### config.mk
export PLATFORM = sky130hd
export DESIGN_NAME = pmm_mgmt
export DESIGN_NICKNAME = d
export VERILOG_FILES = /design/src/core/pmm_sync.v /design/src/core/pmm_ram.v /design/src/core/pmm_mgmt.v
export VERILOG_INCLUDE_DIRS = /design/src /design/src/core
export SDC_FILE = /design/constraint.sdc
export NUM_CORES = 1
export LEC_CHECK = 0
export ABC_CLOCK_PERIOD_IN_PS = 29300
export BUFFER_PORTS_ARGS = -buffer_cell sky130_fd_sc_hd__buf_4
export CELL_PAD_IN_SITES_DETAIL_PLACEMENT = 1
export CELL_PAD_IN_SITES_GLOBAL_PLACEMENT = 1
export CORE_MARGIN = 2
export CORE_UTILIZATION = 35
export CTS_CLUSTER_DIAMETER = 40
export DETAILED_ROUTE_END_ITERATION = 6
export GPL_TIMING_DRIVEN = 0
export PLACE_DENSITY = 0.64
export SYNTH_ARGS = -nofsm -noshare
export SYNTH_HDL_FRONTEND = slang
export SYNTH_SLANG_ARGS = --single-unit
### constraint.sdc
create_clock -name core_clk -period 29.3 [get_ports core_clk]
set_input_delay 0 -clock core_clk [delete_from_list [all_inputs] [get_ports core_clk]]
set_output_delay 0 -clock core_clk [all_outputs]
set_load 0.01 [all_outputs]
### src/core/pmm_map.vh
// Offsets, field positions, code limits and timing figures of the management map
`ifndef PMM_MAP_VH
`define PMM_MAP_VH
// Lower page
`define PMM_TYPE_ID_OFS 8'h00
`define PMM_STATUS_HI_OFS 8'h01
`define PMM_STATUS_LO_OFS 8'h02
`define PMM_LOCK_LOSS_OFS 8'h05
`define PMM_RO_LAST 8'h55
`define PMM_CTRL_FIRST 8'h56
`define PMM_CTRL_LAST 8'h61
`define PMM_RETIMER_EN_OFS 8'h62
`define PMM_MASK_FIRST 8'h64
`define PMM_MASK_LAST 8'h6A
`define PMM_LOCK_MASK_OFS 8'h64
`define PMM_PAGE_SEL_OFS 8'h7F
`define PMM_POWER_CTRL_OFS 8'h5D
`define PMM_POWER_OVR_BIT 1
`define PMM_NOT_READY_BIT 0
// Upper page 00
`define PMM_PAGE_ID 8'h00
`define PMM_PAGE_THRESH 8'h03
`define PMM_BITRATE_OFS 8'h8C
`define PMM_WAVE_HI_OFS 8'hBA
`define PMM_WAVE_LO_OFS 8'hBB
`define PMM_WTOL_HI_OFS 8'hBC
`define PMM_WTOL_LO_OFS 8'hBD
`define PMM_BASE_CK_OFS 8'hBF
`define PMM_EXT_CK_OFS 8'hDF
`define PMM_BASE_FIRST 8'h80
`define PMM_EXT_FIRST 8'hC0
// Upper page 03
`define PMM_THR_LAST 8'hAF
`define PMM_EQ_OFS 8'hEA
`define PMM_EMPH_OFS 8'hEC
`define PMM_AMPL_OFS 8'hEE
`define PMM_CHCTRL_FIRST 8'hF0
`define PMM_CHCTRL_LAST 8'hF1
`define PMM_EQ_MAX 4'hA
`define PMM_EMPH_MAX 4'h7
`define PMM_AMPL_MAX 4'h3
// Timing, figures as printed
`define PMM_CLK_MHZ 100
`define PMM_RESET_MIN_US 2
`define PMM_INIT_MS 2000
`define PMM_LOWPWR_US 100
`define PMM_SELECT_US 100
`define PMM_ATTN_RELEASE_US 500
`define PMM_RESET_MIN_CYC (`PMM_RESET_MIN_US * `PMM_CLK_MHZ)
`define PMM_INIT_CYC (`PMM_INIT_MS * 1000 * `PMM_CLK_MHZ)
`define PMM_SELECT_CYC (`PMM_SELECT_US * `PMM_CLK_MHZ)
`endif

### src/core/pmm_sync.v
// Two-stage synchroniser for a vector of asynchronous levels
`timescale 1ns/1ps
module pmm_sync #(
  parameter WIDTH = 1,
  parameter [WIDTH-1:0] INIT = {WIDTH{1'b0}}
) (
  input wire core_clk,
  input wire rst_n,
  input wire [WIDTH-1:0] async_in,
  output reg [WIDTH-1:0] sync_out
);
  reg [WIDTH-1:0] stage1;
  // First stage feeds only the second
  always @(posedge core_clk or negedge rst_n) begin
    if (!rst_n) begin
      stage1 <= INIT;
      sync_out <= INIT;
    end else begin
      stage1 <= async_in;
      sync_out <= stage1;
    end
  end
endmodule // pmm_sync

### src/core/pmm_ram.v
// Small byte memory with registered read data for general control bytes
`timescale 1ns/1ps
module pmm_ram #(
  parameter AW = 5
) (
  input wire core_clk,
  input wire rst_n,
  input wire wr_en,
  input wire [AW-1:0] wr_addr,
  input wire [7:0] wr_data,
  input wire [AW-1:0] rd_addr,
  output reg [7:0] rd_data
);
  reg [7:0] mem [0:(1<<AW)-1];
  integer i;
  // Cleared on reset so user settings return to defaults
  always @(posedge core_clk or negedge rst_n) begin
    if (!rst_n) begin
      for (i = 0; i < (1<<AW); i = i + 1) begin
        mem[i] <= 8'h00;
      end
      rd_data <= 8'h00;
    end else begin
      if (wr_en) begin
        mem[wr_addr] <= wr_data;
      end
      rd_data <= mem[rd_addr];
    end
  end
endmodule // pmm_ram

### src/core/pmm_mgmt.v
// Management register space of the four-lane module behind a two-wire slave
`timescale 1ns/1ps
`include "pmm_map.vh"
module pmm_mgmt #(
  parameter [7:0] TYPE_ID = 8'h11,
  parameter [7:0] DEV_ADDR7 = 8'h50,
  parameter [7:0] BIT_RATE = 8'hFF,
  parameter [15:0] WAVE_X20 = 16'h0000,
  parameter [15:0] WTOL_X200 = 16'h0000,
  parameter integer INIT_CYC = `PMM_INIT_CYC
) (
  input wire core_clk,
  input wire rst_n,
  input wire scl,
  input wire sda_in,
  output reg sda_out,
  output reg sda_oe_n,
  input wire device_select_n,
  input wire module_reset_n,
  input wire low_power_pin,
  output reg attention_n_out,
  output reg attention_n_oe_n,
  input wire [3:0] tx_lock_loss,
  input wire [3:0] rx_lock_loss,
  output reg [3:0] tx_retimer_on,
  output reg [3:0] rx_retimer_on,
  output reg [15:0] tx_eq_codes,
  output reg [15:0] rx_emph_codes,
  output reg [15:0] rx_ampl_codes,
  output reg low_power
);
  // Local reset released through two flops
  reg rst_m1, rst_q;
  always @(posedge core_clk or negedge rst_n) begin
    if (!rst_n) begin
      rst_m1 <= 1'b0;
      rst_q <= 1'b0;
    end else begin
      rst_m1 <= 1'b1;
      rst_q <= rst_m1;
    end
  end
  // Pins into this domain
  // Reset values match the idle pin levels, so no false edge or power blip
  wire [4:0] pins_s;
  wire [7:0] lol_s;
  pmm_sync #(.WIDTH(5), .INIT(5'h1E)) u_pin_sync (
    .core_clk(core_clk),
    .rst_n(rst_q),
    .async_in({scl, sda_in, device_select_n, module_reset_n, low_power_pin}),
    .sync_out(pins_s)
  );
  pmm_sync #(.WIDTH(8), .INIT(8'h00)) u_lol_sync (
    .core_clk(core_clk),
    .rst_n(rst_q),
    .async_in({tx_lock_loss, rx_lock_loss}),
    .sync_out(lol_s)
  );
  wire scl_s = pins_s[4];
  wire sda_s = pins_s[3];
  wire sel_n_s = pins_s[2];
  wire mreset_s = pins_s[1];
  wire lp_s = pins_s[0];
  // Reset pin filter: low longer than minimum pulse makes a soft reset
  reg [8:0] rst_cnt;
  reg soft_rst;
  always @(posedge core_clk or negedge rst_q) begin
    if (!rst_q) begin
      rst_cnt <= 9'h000;
      soft_rst <= 1'b0;
    end else if (mreset_s) begin
      rst_cnt <= 9'h000;
      soft_rst <= 1'b0;
    end else if (rst_cnt != `PMM_RESET_MIN_CYC) begin
      rst_cnt <= rst_cnt + 9'h001;
    end else begin
      soft_rst <= 1'b1;
    end
  end
  // Init timer from power on or reset release
  reg [31:0] init_cnt;
  reg ready;
  always @(posedge core_clk or negedge rst_q) begin
    if (!rst_q) begin
      init_cnt <= 32'h00000000;
      ready <= 1'b0;
    end else if (soft_rst) begin
      init_cnt <= 32'h00000000;
      ready <= 1'b0;
    end else if (init_cnt >= INIT_CYC[31:0] - 32'h00000001) begin
      ready <= 1'b1;
    end else begin
      init_cnt <= init_cnt + 32'h00000001;
    end
  end
  // Select pin qualification, held low for four cycles before answering
  reg [13:0] sel_cnt;
  reg sel_ok;
  always @(posedge core_clk or negedge rst_q) begin
    if (!rst_q) begin
      sel_cnt <= 14'h0000;
      sel_ok <= 1'b0;
    end else if (sel_n_s) begin
      sel_cnt <= 14'h0000;
      sel_ok <= 1'b0;
    end else if (sel_cnt != 14'h0003) begin
      sel_cnt <= sel_cnt + 14'h0001;
    end else begin
      sel_ok <= 1'b1;
    end
  end
  // Bus edge and start/stop detection on synchronised lines
  reg scl_d, sda_d;
  always @(posedge core_clk or negedge rst_q) begin
    if (!rst_q) begin
      scl_d <= 1'b1;
      sda_d <= 1'b1;
    end else begin
      scl_d <= scl_s;
      sda_d <= sda_s;
    end
  end
  wire scl_rise = scl_s & ~scl_d;
  wire scl_fall = ~scl_s & scl_d;
  wire start_c = scl_s & scl_d & sda_d & ~sda_s;
  wire stop_c = scl_s & scl_d & ~sda_d & sda_s;
  // Serial slave states
  localparam ST_IDLE = 3'd0;
  localparam ST_ADDR = 3'd1;
  localparam ST_ACK = 3'd2;
  localparam ST_WDATA = 3'd3;
  localparam ST_RDATA = 3'd4;
  localparam ST_RACK = 3'd5;
  reg [2:0] st;
  reg [3:0] bitn;
  reg [7:0] shreg;
  reg rd_mode, have_ptr, ack_go;
  reg [7:0] ptr;
  reg [7:0] page_sel;
  reg [7:0] lock_flags, lock_mask, retimer_en, power_ctrl;
  reg [7:0] thr_ctrl [0:1];
  reg wr_pulse, rd_pulse;
  reg [7:0] wr_byte;
  wire busy_ok = ready & sel_ok & ~soft_rst;
  // Control bytes other than the dedicated ones live in the small memory
  wire [7:0] ram_q;
  wire ram_we = wr_pulse & (ptr >= `PMM_CTRL_FIRST) & (ptr <= `PMM_MASK_LAST) &
    (ptr != `PMM_RETIMER_EN_OFS) & (ptr != 8'h63) & (ptr != `PMM_LOCK_MASK_OFS) &
    (ptr != `PMM_POWER_CTRL_OFS);
  pmm_ram #(.AW(5)) u_ctrl_ram (
    .core_clk(core_clk),
    .rst_n(rst_q & ~soft_rst),
    .wr_en(ram_we),
    .wr_addr(ptr[4:0] - 5'h16),
    .wr_data(wr_byte),
    .rd_addr(ptr[4:0] - 5'h16),
    .rd_data(ram_q)
  );
  // Upper page 00 ID contents; checksums are sums of the byte ranges
  function [7:0] id_byte;
    input [7:0] a;
    begin
      case (a)
        8'h80: id_byte = TYPE_ID;
        `PMM_BITRATE_OFS: id_byte = BIT_RATE;
        `PMM_WAVE_HI_OFS: id_byte = WAVE_X20[15:8];
        `PMM_WAVE_LO_OFS: id_byte = WAVE_X20[7:0];
        `PMM_WTOL_HI_OFS: id_byte = WTOL_X200[15:8];
        `PMM_WTOL_LO_OFS: id_byte = WTOL_X200[7:0];
        default: id_byte = 8'h00;
      endcase
    end
  endfunction
  wire [7:0] base_ck = TYPE_ID + BIT_RATE + WAVE_X20[15:8] + WAVE_X20[7:0] +
    WTOL_X200[15:8] + WTOL_X200[7:0];
  wire [7:0] ext_ck = 8'h00;
  // Read mux for the byte at the pointer
  reg [7:0] rd_byte;
  always @* begin
    rd_byte = 8'h00;
    if (ptr == `PMM_TYPE_ID_OFS) begin
      rd_byte = TYPE_ID;
    end else if (ptr == `PMM_STATUS_LO_OFS) begin
      rd_byte = {7'h00, ~ready};
    end else if (ptr == `PMM_LOCK_LOSS_OFS) begin
      rd_byte = lock_flags;
    end else if (ptr == `PMM_RETIMER_EN_OFS) begin
      rd_byte = retimer_en;
    end else if (ptr == `PMM_LOCK_MASK_OFS) begin
      rd_byte = lock_mask;
    end else if (ptr == `PMM_POWER_CTRL_OFS) begin
      rd_byte = power_ctrl;
    end else if (ptr == `PMM_PAGE_SEL_OFS) begin
      rd_byte = page_sel;
    end else if (ptr >= `PMM_CTRL_FIRST && ptr <= `PMM_MASK_LAST) begin
      rd_byte = ram_q;
    end else if (ptr[7] && page_sel == `PMM_PAGE_ID) begin
      if (ptr == `PMM_BASE_CK_OFS) begin
        rd_byte = base_ck;
      end else if (ptr == `PMM_EXT_CK_OFS) begin
        rd_byte = ext_ck;
      end else begin
        rd_byte = id_byte(ptr);
      end
    end else if (ptr[7] && page_sel == `PMM_PAGE_THRESH) begin
      if (ptr >= `PMM_EQ_OFS && ptr <= `PMM_CHCTRL_LAST) begin
        rd_byte = thr_ctrl_rd(ptr);
      end else begin
        rd_byte = 8'h00;
      end
    end
  end
  function [7:0] thr_ctrl_rd;
    input [7:0] a;
    begin
      case (a)
        8'hEA: thr_ctrl_rd = tx_eq_codes[15:8];
        8'hEB: thr_ctrl_rd = tx_eq_codes[7:0];
        8'hEC: thr_ctrl_rd = rx_emph_codes[15:8];
        8'hED: thr_ctrl_rd = rx_emph_codes[7:0];
        8'hEE: thr_ctrl_rd = rx_ampl_codes[15:8];
        8'hEF: thr_ctrl_rd = rx_ampl_codes[7:0];
        8'hF0: thr_ctrl_rd = thr_ctrl[0];
        8'hF1: thr_ctrl_rd = thr_ctrl[1];
        default: thr_ctrl_rd = 8'h00;
      endcase
    end
  endfunction
  // Two-wire slave state machine; ACK and data driven after SCL falls
  always @(posedge core_clk or negedge rst_q) begin
    if (!rst_q) begin
      st <= ST_IDLE;
      bitn <= 4'h0;
      shreg <= 8'h00;
      rd_mode <= 1'b0;
      have_ptr <= 1'b0;
      ack_go <= 1'b0;
      ptr <= 8'h00;
      wr_pulse <= 1'b0;
      rd_pulse <= 1'b0;
      wr_byte <= 8'h00;
      sda_out <= 1'b1;
      sda_oe_n <= 1'b1;
    end else begin
      wr_pulse <= 1'b0;
      rd_pulse <= 1'b0;
      if (!busy_ok || stop_c) begin
        st <= ST_IDLE;
        sda_oe_n <= 1'b1;
      end else if (start_c) begin
        st <= ST_ADDR;
        bitn <= 4'h0;
        sda_oe_n <= 1'b1;
      end else begin
        case (st)
          ST_ADDR, ST_WDATA: begin
            if (scl_rise) begin
              shreg <= {shreg[6:0], sda_s};
              bitn <= bitn + 4'h1;
            end else if (scl_fall && bitn == 4'h8) begin
              bitn <= 4'h0;
              if (st == ST_ADDR) begin
                ack_go <= (shreg[7:1] == DEV_ADDR7[6:0]);
                rd_mode <= shreg[0];
                have_ptr <= 1'b0;
              end else begin
                ack_go <= 1'b1;
                if (!have_ptr) begin
                  ptr <= shreg;
                  have_ptr <= 1'b1;
                end else begin
                  wr_byte <= shreg;
                  wr_pulse <= 1'b1;
                end
              end
              sda_oe_n <= ~((st == ST_WDATA) | (shreg[7:1] == DEV_ADDR7[6:0]));
              sda_out <= 1'b0;
              st <= ST_ACK;
            end
          end
          ST_ACK: begin
            if (scl_fall) begin
              if (!ack_go) begin
                st <= ST_IDLE;
                sda_oe_n <= 1'b1;
              end else if (rd_mode) begin
                shreg <= rd_byte;
                sda_out <= rd_byte[7];
                sda_oe_n <= rd_byte[7];
                rd_pulse <= 1'b1;
                bitn <= 4'h1;
                st <= ST_RDATA;
              end else begin
                sda_oe_n <= 1'b1;
                st <= ST_WDATA;
              end
            end
          end
          ST_RDATA: begin
            if (scl_fall) begin
              if (bitn == 4'h8) begin
                sda_oe_n <= 1'b1;
                ptr <= ptr + 8'h01;
                st <= ST_RACK;
              end else begin
                sda_out <= shreg[7-bitn];
                sda_oe_n <= shreg[7-bitn];
                bitn <= bitn + 4'h1;
              end
            end
          end
          ST_RACK: begin
            if (scl_rise) begin
              ack_go <= ~sda_s;
              st <= sda_s ? ST_IDLE : ST_ACK;
            end
          end
          default: st <= ST_IDLE;
        endcase
      end
    end
  end
  // Writable registers and latched flags
  wire upper3 = ptr[7] & (page_sel == `PMM_PAGE_THRESH);
  // Clear only the bits that went out, so a later event survives the read
  wire [7:0] flag_clr = (rd_pulse && ptr == `PMM_LOCK_LOSS_OFS) ? shreg : 8'h00;
  // Lower address byte carries the higher channels in its upper nibble
  wire [3:0] hi_nib = {~ptr[0], 3'b111};
  wire [3:0] lo_nib = {~ptr[0], 3'b011};
  always @(posedge core_clk or negedge rst_q) begin
    if (!rst_q) begin
      lock_flags <= 8'h00;
      lock_mask <= 8'h00;
      retimer_en <= 8'h00;
      power_ctrl <= 8'h00;
      page_sel <= 8'h00;
      thr_ctrl[0] <= 8'h00;
      thr_ctrl[1] <= 8'h00;
      tx_eq_codes <= 16'h0000;
      rx_emph_codes <= 16'h0000;
      rx_ampl_codes <= 16'h0000;
    end else if (soft_rst) begin
      lock_flags <= 8'h00;
      lock_mask <= 8'h00;
      retimer_en <= 8'h00;
      power_ctrl <= 8'h00;
      page_sel <= 8'h00;
      thr_ctrl[0] <= 8'h00;
      thr_ctrl[1] <= 8'h00;
      tx_eq_codes <= 16'h0000;
      rx_emph_codes <= 16'h0000;
      rx_ampl_codes <= 16'h0000;
    end else begin
      // Set beats clear on read so no event is lost
      lock_flags <= (lock_flags & ~flag_clr) | lol_s;
      if (wr_pulse) begin
        if (ptr == `PMM_RETIMER_EN_OFS) retimer_en <= wr_byte;
        if (ptr == `PMM_LOCK_MASK_OFS) lock_mask <= wr_byte;
        if (ptr == `PMM_POWER_CTRL_OFS) power_ctrl <= wr_byte;
        if (ptr == `PMM_PAGE_SEL_OFS) page_sel <= wr_byte;
        if (upper3 && ptr == 8'hF0) thr_ctrl[0] <= wr_byte;
        if (upper3 && ptr == 8'hF1) thr_ctrl[1] <= wr_byte;
        // Reserved codes refused, previous nibble kept
        if (upper3 && ptr[7:1] == 7'h75) begin
          if (wr_byte[7:4] <= `PMM_EQ_MAX) tx_eq_codes[hi_nib -: 4] <= wr_byte[7:4];
          if (wr_byte[3:0] <= `PMM_EQ_MAX) tx_eq_codes[lo_nib -: 4] <= wr_byte[3:0];
        end
        if (upper3 && ptr[7:1] == 7'h76) begin
          if (!wr_byte[7]) rx_emph_codes[hi_nib -: 4] <= wr_byte[7:4];
          if (!wr_byte[3]) rx_emph_codes[lo_nib -: 4] <= wr_byte[3:0];
        end
        if (upper3 && ptr[7:1] == 7'h77) begin
          if (wr_byte[7:4] <= `PMM_AMPL_MAX) rx_ampl_codes[hi_nib -: 4] <= wr_byte[7:4];
          if (wr_byte[3:0] <= `PMM_AMPL_MAX) rx_ampl_codes[lo_nib -: 4] <= wr_byte[3:0];
        end
      end
    end
  end
  // Attention, retimer and power outputs; ready posts attention until status is read
  reg ready_seen;
  always @(posedge core_clk or negedge rst_q) begin
    if (!rst_q) begin
      attention_n_out <= 1'b0;
      attention_n_oe_n <= 1'b1;
      ready_seen <= 1'b0;
      tx_retimer_on <= 4'h0;
      rx_retimer_on <= 4'h0;
      low_power <= 1'b0;
    end else begin
      if (soft_rst) begin
        ready_seen <= 1'b0;
      end else if (ready && rd_pulse && ptr == `PMM_STATUS_LO_OFS) begin
        ready_seen <= 1'b1;
      end
      attention_n_out <= 1'b0;
      attention_n_oe_n <= ~(|(lock_flags & ~lock_mask) |
        (ready & ~ready_seen & ~soft_rst));
      tx_retimer_on <= retimer_en[7:4];
      rx_retimer_on <= retimer_en[3:0];
      low_power <= lp_s | power_ctrl[`PMM_POWER_OVR_BIT];
    end
  end
endmodule // pmm_mgmt

==> flow_summary.ini, run 1 <==
[outcome]
status = complete, no violations

[timing]
post-route-period-util_pct = 22.7
setup_viol = 0
min_period_ns = 6.65
worst_pin_slew_ns = 1.28
slew_headroom_pct = 14.4
fin_skew_ns = 0.0719
slew_viol_final = 0
rsz0062_at_grt = no
setup_tns_ns = 0
hold_violations = 0
fmax_mhz = 150

[critical_path]
path_buf_inv = 8
cp_top_family = buffers and inverters
end_kind = flop
path_max_fanout = 10
criticalPathCategory = reg -> reg
cpMaxStageDelayCell = nor4b_1
worstPathArrival_ns = 7.18
crit_top_cell = clkbuf_1
path_cells = buf_1 > buf_1 > clkbuf_1 > inv_1 > ha_1 > clkbuf_1 > inv_1 > nor4_1 > clkbuf_1 > nor4b_1 > and2_1 > clkbuf_1 > nand2_1 > mux2_2
regToRegSetupSlack_ns = 22.65
critPathRequiredTime_ns = 29.83
max_stage_delay_ns = 1.10
crit_path_start_kind = flop

[grt]
grt_max_degree = 72
antenna_found_initial = 0
grt_usage_pct = 23.1
grt_pass1_wl_um = 124000
grt_pass1_vias = 19472
grt_remaining_overflow = 0

[detailed_routing]
first_pass_iters = 5
ant_nets = 0
drt_iter0_drc = 1207
vias = 17978
wl_per_cell_um = 25.5
vias_per_cell = 5.65
drt-total-wl_um = 81200
drc = 0

[placed_design]
place.port_buffers = 74
dpl.hpwl_um = 56500
gp_congestion = 0.914

[synthesis]
synth-seq-cells = 505
synth_ff_type = dfrtp_1
synth-edff-count = 0
synthDistinctLibCells = 81
synth_warnings = 0
syn_inst = 2015
synth_common_cells = 492 x dfrtp_1, 262 x mux2_2, 161 x nand2_1
yosysSeqAreaShare_pct = 52.7
synthesis.area_um2 = 24000
synthesis.nets = 2043
yosysMostFrequentCell = dfrtp_1
synthArstFlopShare_pct = 100
yosysTopAreaCellShare_pct = 51.3
synthTopCellsByArea = dfrtp_1 51%, mux2_2 12%, mux4_2 6.7%
synth_top_area_cell = dfrtp_1
avgSynthCellArea_um2 = 11.9

[floorplanning]
chipWidth_um = 266
ios = 76
fp.dieH_um = 266
num_rows = 96
die_area_um2 = 70700
core-area_um2 = 68200
start_util_pct = 35.2

[finish]
layout-drive-gt1-share_pct = 27.7
synthToLayoutAreaGrowth_pct = 22.9
postLayoutCoreUtil_pct = 43.2
antenna_cells = 0
final_nets = 2249

[clock_network]
cts_buffer_depth = 3
post_cts_buffers = 0
htree_num_levels = 3
clk_latency_ns = 0.65
cts_hold_buf = 27
numCtsBuffers = 91
tritoncts = built
clkSlewWorstSetupHoldPaths_ns = 0.05
cts_resized = 0
root_buffer = clkbuf_16
cts_sinks = 505

[pwr]
ir_drop_mv = 0.0407
power.leakage_nw = 13.4
p_per_area_nw_per_um2 = 62.8

[min_path]
hp-class = in -> reg

[flow_run]
maxCapViolations = 0
==> layout make-up <==
type | instances | area, um^2
sequential | 505 | 12700
clock inverter | 70 | 890
tap | 882 | 1100
inverter | 33 | 124
buffer | 139 | 537
fill | 7177 | 38700
timing repair buffer | 113 | 1090
clock buffer | 102 | 2400
multi-input combinational | 1338 | 10700
==> registers in the layout (all words and copies together), names as in the netlist, 9 cells and up <==
signal and cells:
u_ctrl_ram.mem 256, init_cnt 32, rx_ampl_codes 16, rx_emph_codes 16
thr_ctrl 16, tx_eq_codes 16, sel_cnt 14, rst_cnt 9
==> worst paths after layout <==
kind	start	to	cells past startpoint
max in group asynchronous	rst_q	u_ctrl_ram.mem[124]	5
worst min register to register	rst_q	init_cnt[21]	0
worst max-delay path	ptr[1]	u_ctrl_ram.mem[16]	14
worst min-delay path	low_power_pin	u_pin_sync.stage1[0]	2
worst max register to register	ptr[1]	u_ctrl_ram.mem[16]	14
min in group asynchronous	rst_n	rst_q	3
==> kinds of logic (layout without fill, tap and decap cells) <==
logic type | after synthesis | in the layout | share of synthesized area, %
other | 2 | 2 | 0.0313
AOI/OAI and AO/OA | 294 | 294 | 8.24
adders and majority gates | 13 | 13 | 0.677
muxes | 402 | 402 | 21.8
and+or+nand+nor | 582 | 582 | 12.1
buffers and inverters | 172 | 457 | 2.75
DFF | 505 | 505 | 52.7
xor gates and xnor gates | 45 | 45 | 1.64
==> routing by layer <==
metal / share of wire [%] / up-vias / GRT usage [%] / routed length (um)
met5: 0 / - / 0 / 0
met4: 3.3 / 0 / 8.99 / 2720
met3: 4.3 / 151 / 3.50 / 3500
met2: 49 / 450 / 38.9 / 40000
met1: 43 / 9587 / 30.0 / 35000
li1: - / 7790 / - / -
==> worst register-to-register path: stages (launching register included) <==
cell and delay (ns):
dfrtp_1 0.57, buf_1 0.69, buf_1 0.70, clkbuf_1 0.87
inv_1 0.21, ha_1 0.25, clkbuf_1 0.26, inv_1 0.15
nor4_1 0.07, clkbuf_1 0.29, nor4b_1 1.10, and2_1 0.25
clkbuf_1 0.31, nand2_1 0.41, mux2_2 0.41
==> report_power, final <==
group / internal [mW] / switching, mW / leakage [nW] / total [mW]
Clock: 0.716 / 0.402 / 1.57 / 1.12
Combinational: 0.00995 / 0.0172 / 4.96 / 0.0272
Sequential: 0.703 / 0.00478 / 6.91 / 0.707
==> per-stage QoR <==
| step | power [mW] | worst slack [ns] | instance area [um^2] | hold WS (ns) | std cells |
|---|---|---|---|---|---|
| floorplan | 0.731 | 7.44 | 24000 | -0.296 | 2015 |
| global placement | 0.738 | 0.611 | 25700 | -0.217 | 2971 |
| detailed placement | 0.744 | 22.97 | 25900 | -0.215 | 2982 |
| CTS | 1.87 | 22.86 | 29500 | 0.0137 | 3181 |
| global route | 1.91 | 22.59 | 29500 | 0.0325 | 3182 |
| finish | 1.85 | 22.65 | 29500 | 0.0324 | 3182 |
==> cells in the final DEF (no fill, tap or decap), types with 13 or more instances in the layout <==
master	count
nor2b_1	15
dfrtp_1	491
and3_1	18
nor3b_1	16
a21oi_1	75
clkbuf_1	125
inv_1	32
nand4_1	15
a22oi_1	25
mux2i_1	65
nand2b_1	19
clkbuf_16	91
dfstp_2	13
clkinv_2	13
clkinvlp_4	17
a22o_1	15
bufinv_16	13
nand3_1	53
mux2_2	262
o21ai_0	55
nand2_1	161
xor2_1	15
mux4_2	71
xnor2_1	30
dlygate4sd3_1	27
buf_4	75
nor3_1	26
nor4_1	22
ha_1	13
nor2_1	156
Note: power is estimated with default switching activity, not from simulation.
==> run 2: changes to the inputs <==
--- a/config.mk
+++ b/config.mk
@@ -6,7 +6,7 @@
 export SDC_FILE = /design/constraint.sdc
 export NUM_CORES = 1
 export LEC_CHECK = 0
-export ABC_CLOCK_PERIOD_IN_PS = 29300
+export ABC_CLOCK_PERIOD_IN_PS = 7000
 export BUFFER_PORTS_ARGS = -buffer_cell sky130_fd_sc_hd__buf_4
 export CELL_PAD_IN_SITES_DETAIL_PLACEMENT = 1
 export CELL_PAD_IN_SITES_GLOBAL_PLACEMENT = 1
==> constraint.sdc (replaced) <==
create_clock -name core_clk -period 7 [get_ports core_clk]
set_input_delay 0 -clock core_clk [delete_from_list [all_inputs] [get_ports core_clk]]
set_output_delay 0 -clock core_clk [all_outputs]
set_load 0.01 [all_outputs]
==> flow_summary.ini, run 2 (same netlist as run 1, synthesis figures left out) <==
[outcome]
status = complete, but fails checks
violations = design-rule violations

[pwr]
swShare_pct = 22.9
p_per_area_nw_per_um2 = 261
fin_total_pwr_mw = 7.64
comb_power_share_pct = 1.4
p_clk_share_pct = 59.8
p_sw_mw = 1.75
pwr-share-seq_pct = 38.7
ir_drop_mv = 0.193
power.leakage_nw = 13.4
internal_power_mw = 5.89

[detailed_routing]
drt-total-wl_um = 82000
first_pass_iters = 7
wl_per_cell_um = 25.9
drt_iter0_drc = 1336
top_layer_used = met4
vias_per_cell = 5.66
vias = 17923
ant_nets = 0
drc = 1
wl_met1_um = 34500
dr_wl_met3_um = 3940
met2WireLength_um = 40900

[timing]
hold_violations = 0
setup_viol = 0
post-route-period-util_pct = 95.7
fmax_mhz = 149
setup_tns_ns = 0
worst_pin_slew_ns = 1.28
min_period_ns = 6.70
slew_headroom_pct = 14.2
slew_viol_final = 0
holdWs_ns = 0.0251
fin_skew_ns = 0.0505
rsz0062_at_grt = no

[placed_design]
dpl.hpwl_um = 56900
place.port_buffers = 74
gp_congestion = 0.914

[finish]
layout-drive-gt1-share_pct = 27.5
largest_reg_flops = 256
synthToLayoutAreaGrowth_pct = 22.1
top_regs = u_ctrl_ram.mem: 256 flops, init_cnt: 32 flops
final_cell_mix = 491 x dfrtp_1, 262 x mux2_2, 161 x nand2_1, 156 x nor2_1, 126 x clkbuf_1
top_register = u_ctrl_ram.mem
final_nets = 2237
antenna_cells = 0
final_common_cell = dfrtp_1

[clock_network]
root_buffer = clkbuf_16
tritoncts = built
htree_num_levels = 3
numCtsBuffers = 88
clkSlewWorstSetupHoldPaths_ns = 0.06
clk_latency_ns = 0.65
cts_buffer_depth = 3
cts_sinks = 505

[flow_run]
maxCapViolations = 0

[floorplanning]
core-area_um2 = 68200
die_area_um2 = 70700
chipWidth_um = 266
ios = 76
num_rows = 96
start_util_pct = 35.2
fp.dieH_um = 266

[min_path]
min_path_cells = 2
min_to = u_lol_sync.stage1[7]
hold_path_startpoint = tx_lock_loss[3]
hp-class = in -> reg

[critical_path]
path_max_fanout = 10
regToRegSetupSlack_ns = 0.30
r2r_start = ptr[1]
critPathRequiredTime_ns = 7.52
worstPathArrival_ns = 7.22
criticalPathCategory = reg -> reg
crit_path_start_kind = flop
end_kind = flop
worst_r2r_path_depth = 14
r2r_end = u_ctrl_ram.mem[43]

[grt]
grt_pass1_wl_um = 126000
grt_remaining_overflow = 0
grt_max_degree = 66
grt_usage_pct = 23.5
grt_pass1_vias = 19656
antenna_found_initial = 0
-- run 2: cell count changes in the layout (fill, tap and decap cells not counted), moves of 2 or more --
cell	before	now
inv_6	11	14
dlygate4sd3_1	27	18
clkinv_2	13	8
clkinvlp_4	17	13
bufinv_16	13	11
-- run 2: worst max path at each step --
stage,from,endpoint,depth (start not counted),slack [ns]
CTS,ptr[1],u_ctrl_ram.mem[208],14,0.42
detailed placement,ptr[1],u_ctrl_ram.mem[247],14,0.45
floorplan,rst_q,u_ctrl_ram.mem[0],1,-4.77
finish,ptr[1],u_ctrl_ram.mem[43],14,0.30
global placement,rst_q,u_ctrl_ram.mem[16],1,-8.47
global route,ptr[1],u_ctrl_ram.mem[24],14,0.09
-- run 2: layout make-up --
class	instances	area [um^2]
plain buffers	139	538
clock buffers	104	2410
clock inverters	61	762
fillers	7216	38900
inverters	33	124
multi-input cells	1338	10700
flip-flops and latches	505	12700
well taps	882	1100
repair buffers	104	1010
-- run 2: critical path, stage by stage, from the launching register on --
cell and delay (ns):
dfrtp_1 0.62, buf_1 0.70, buf_1 0.77, clkbuf_1 0.86, inv_1 0.21, ha_1 0.25
clkbuf_1 0.26, inv_1 0.14, nor4_1 0.07, clkbuf_1 0.31, nor4b_1 1.00, and2_1 0.24
clkbuf_1 0.28, nand2_1 0.37, mux2_2 0.46
-- run 2: metal layers --
| metal | up-vias | GRT usage, % |
|---|---|---|
| li1 | 7751 | - |
| met1 | 9538 | 30.2 |
| met2 | 481 | 40.3 |
| met3 | 153 | 3.72 |
| met4 | 0 | 8.00 |
| met5 | - | 0 |
-- run 2: repair_timing --
item                       4_1_cts  5_1_grt
gates resized for setup          0        0
hold buffers                    18        0
setup endpoints to repair        0        0
hold endpoints to repair        15        0
buffers inserted                 0        0
-- run 2: through the flow --
stage	cells	utilization [%]	cell area (um^2)	worst slack, ns
6_report	3166	43.0	29300	0.304
5_1_grt	3166	43.0	29300	0.0904
4_1_cts	3166	43.0	29300	0.416
3_5_place_dp	2983	38.0	26000	0.452
3_3_place_gp	2971	37.6	25700	-8.47
2_1_floorplan	2015	-	24000	-4.77
-- run 2: power by group through the flow --
stage,logic (mW),clock network [mW],registers [mW]
floorplan,0.0424,0,3.02
global placement,0.0598,0,3.03
detailed placement,0.105,0,3.01
CTS,0.114,4.63,2.96
global route,0.125,4.76,2.96
finish,0.110,4.57,2.96
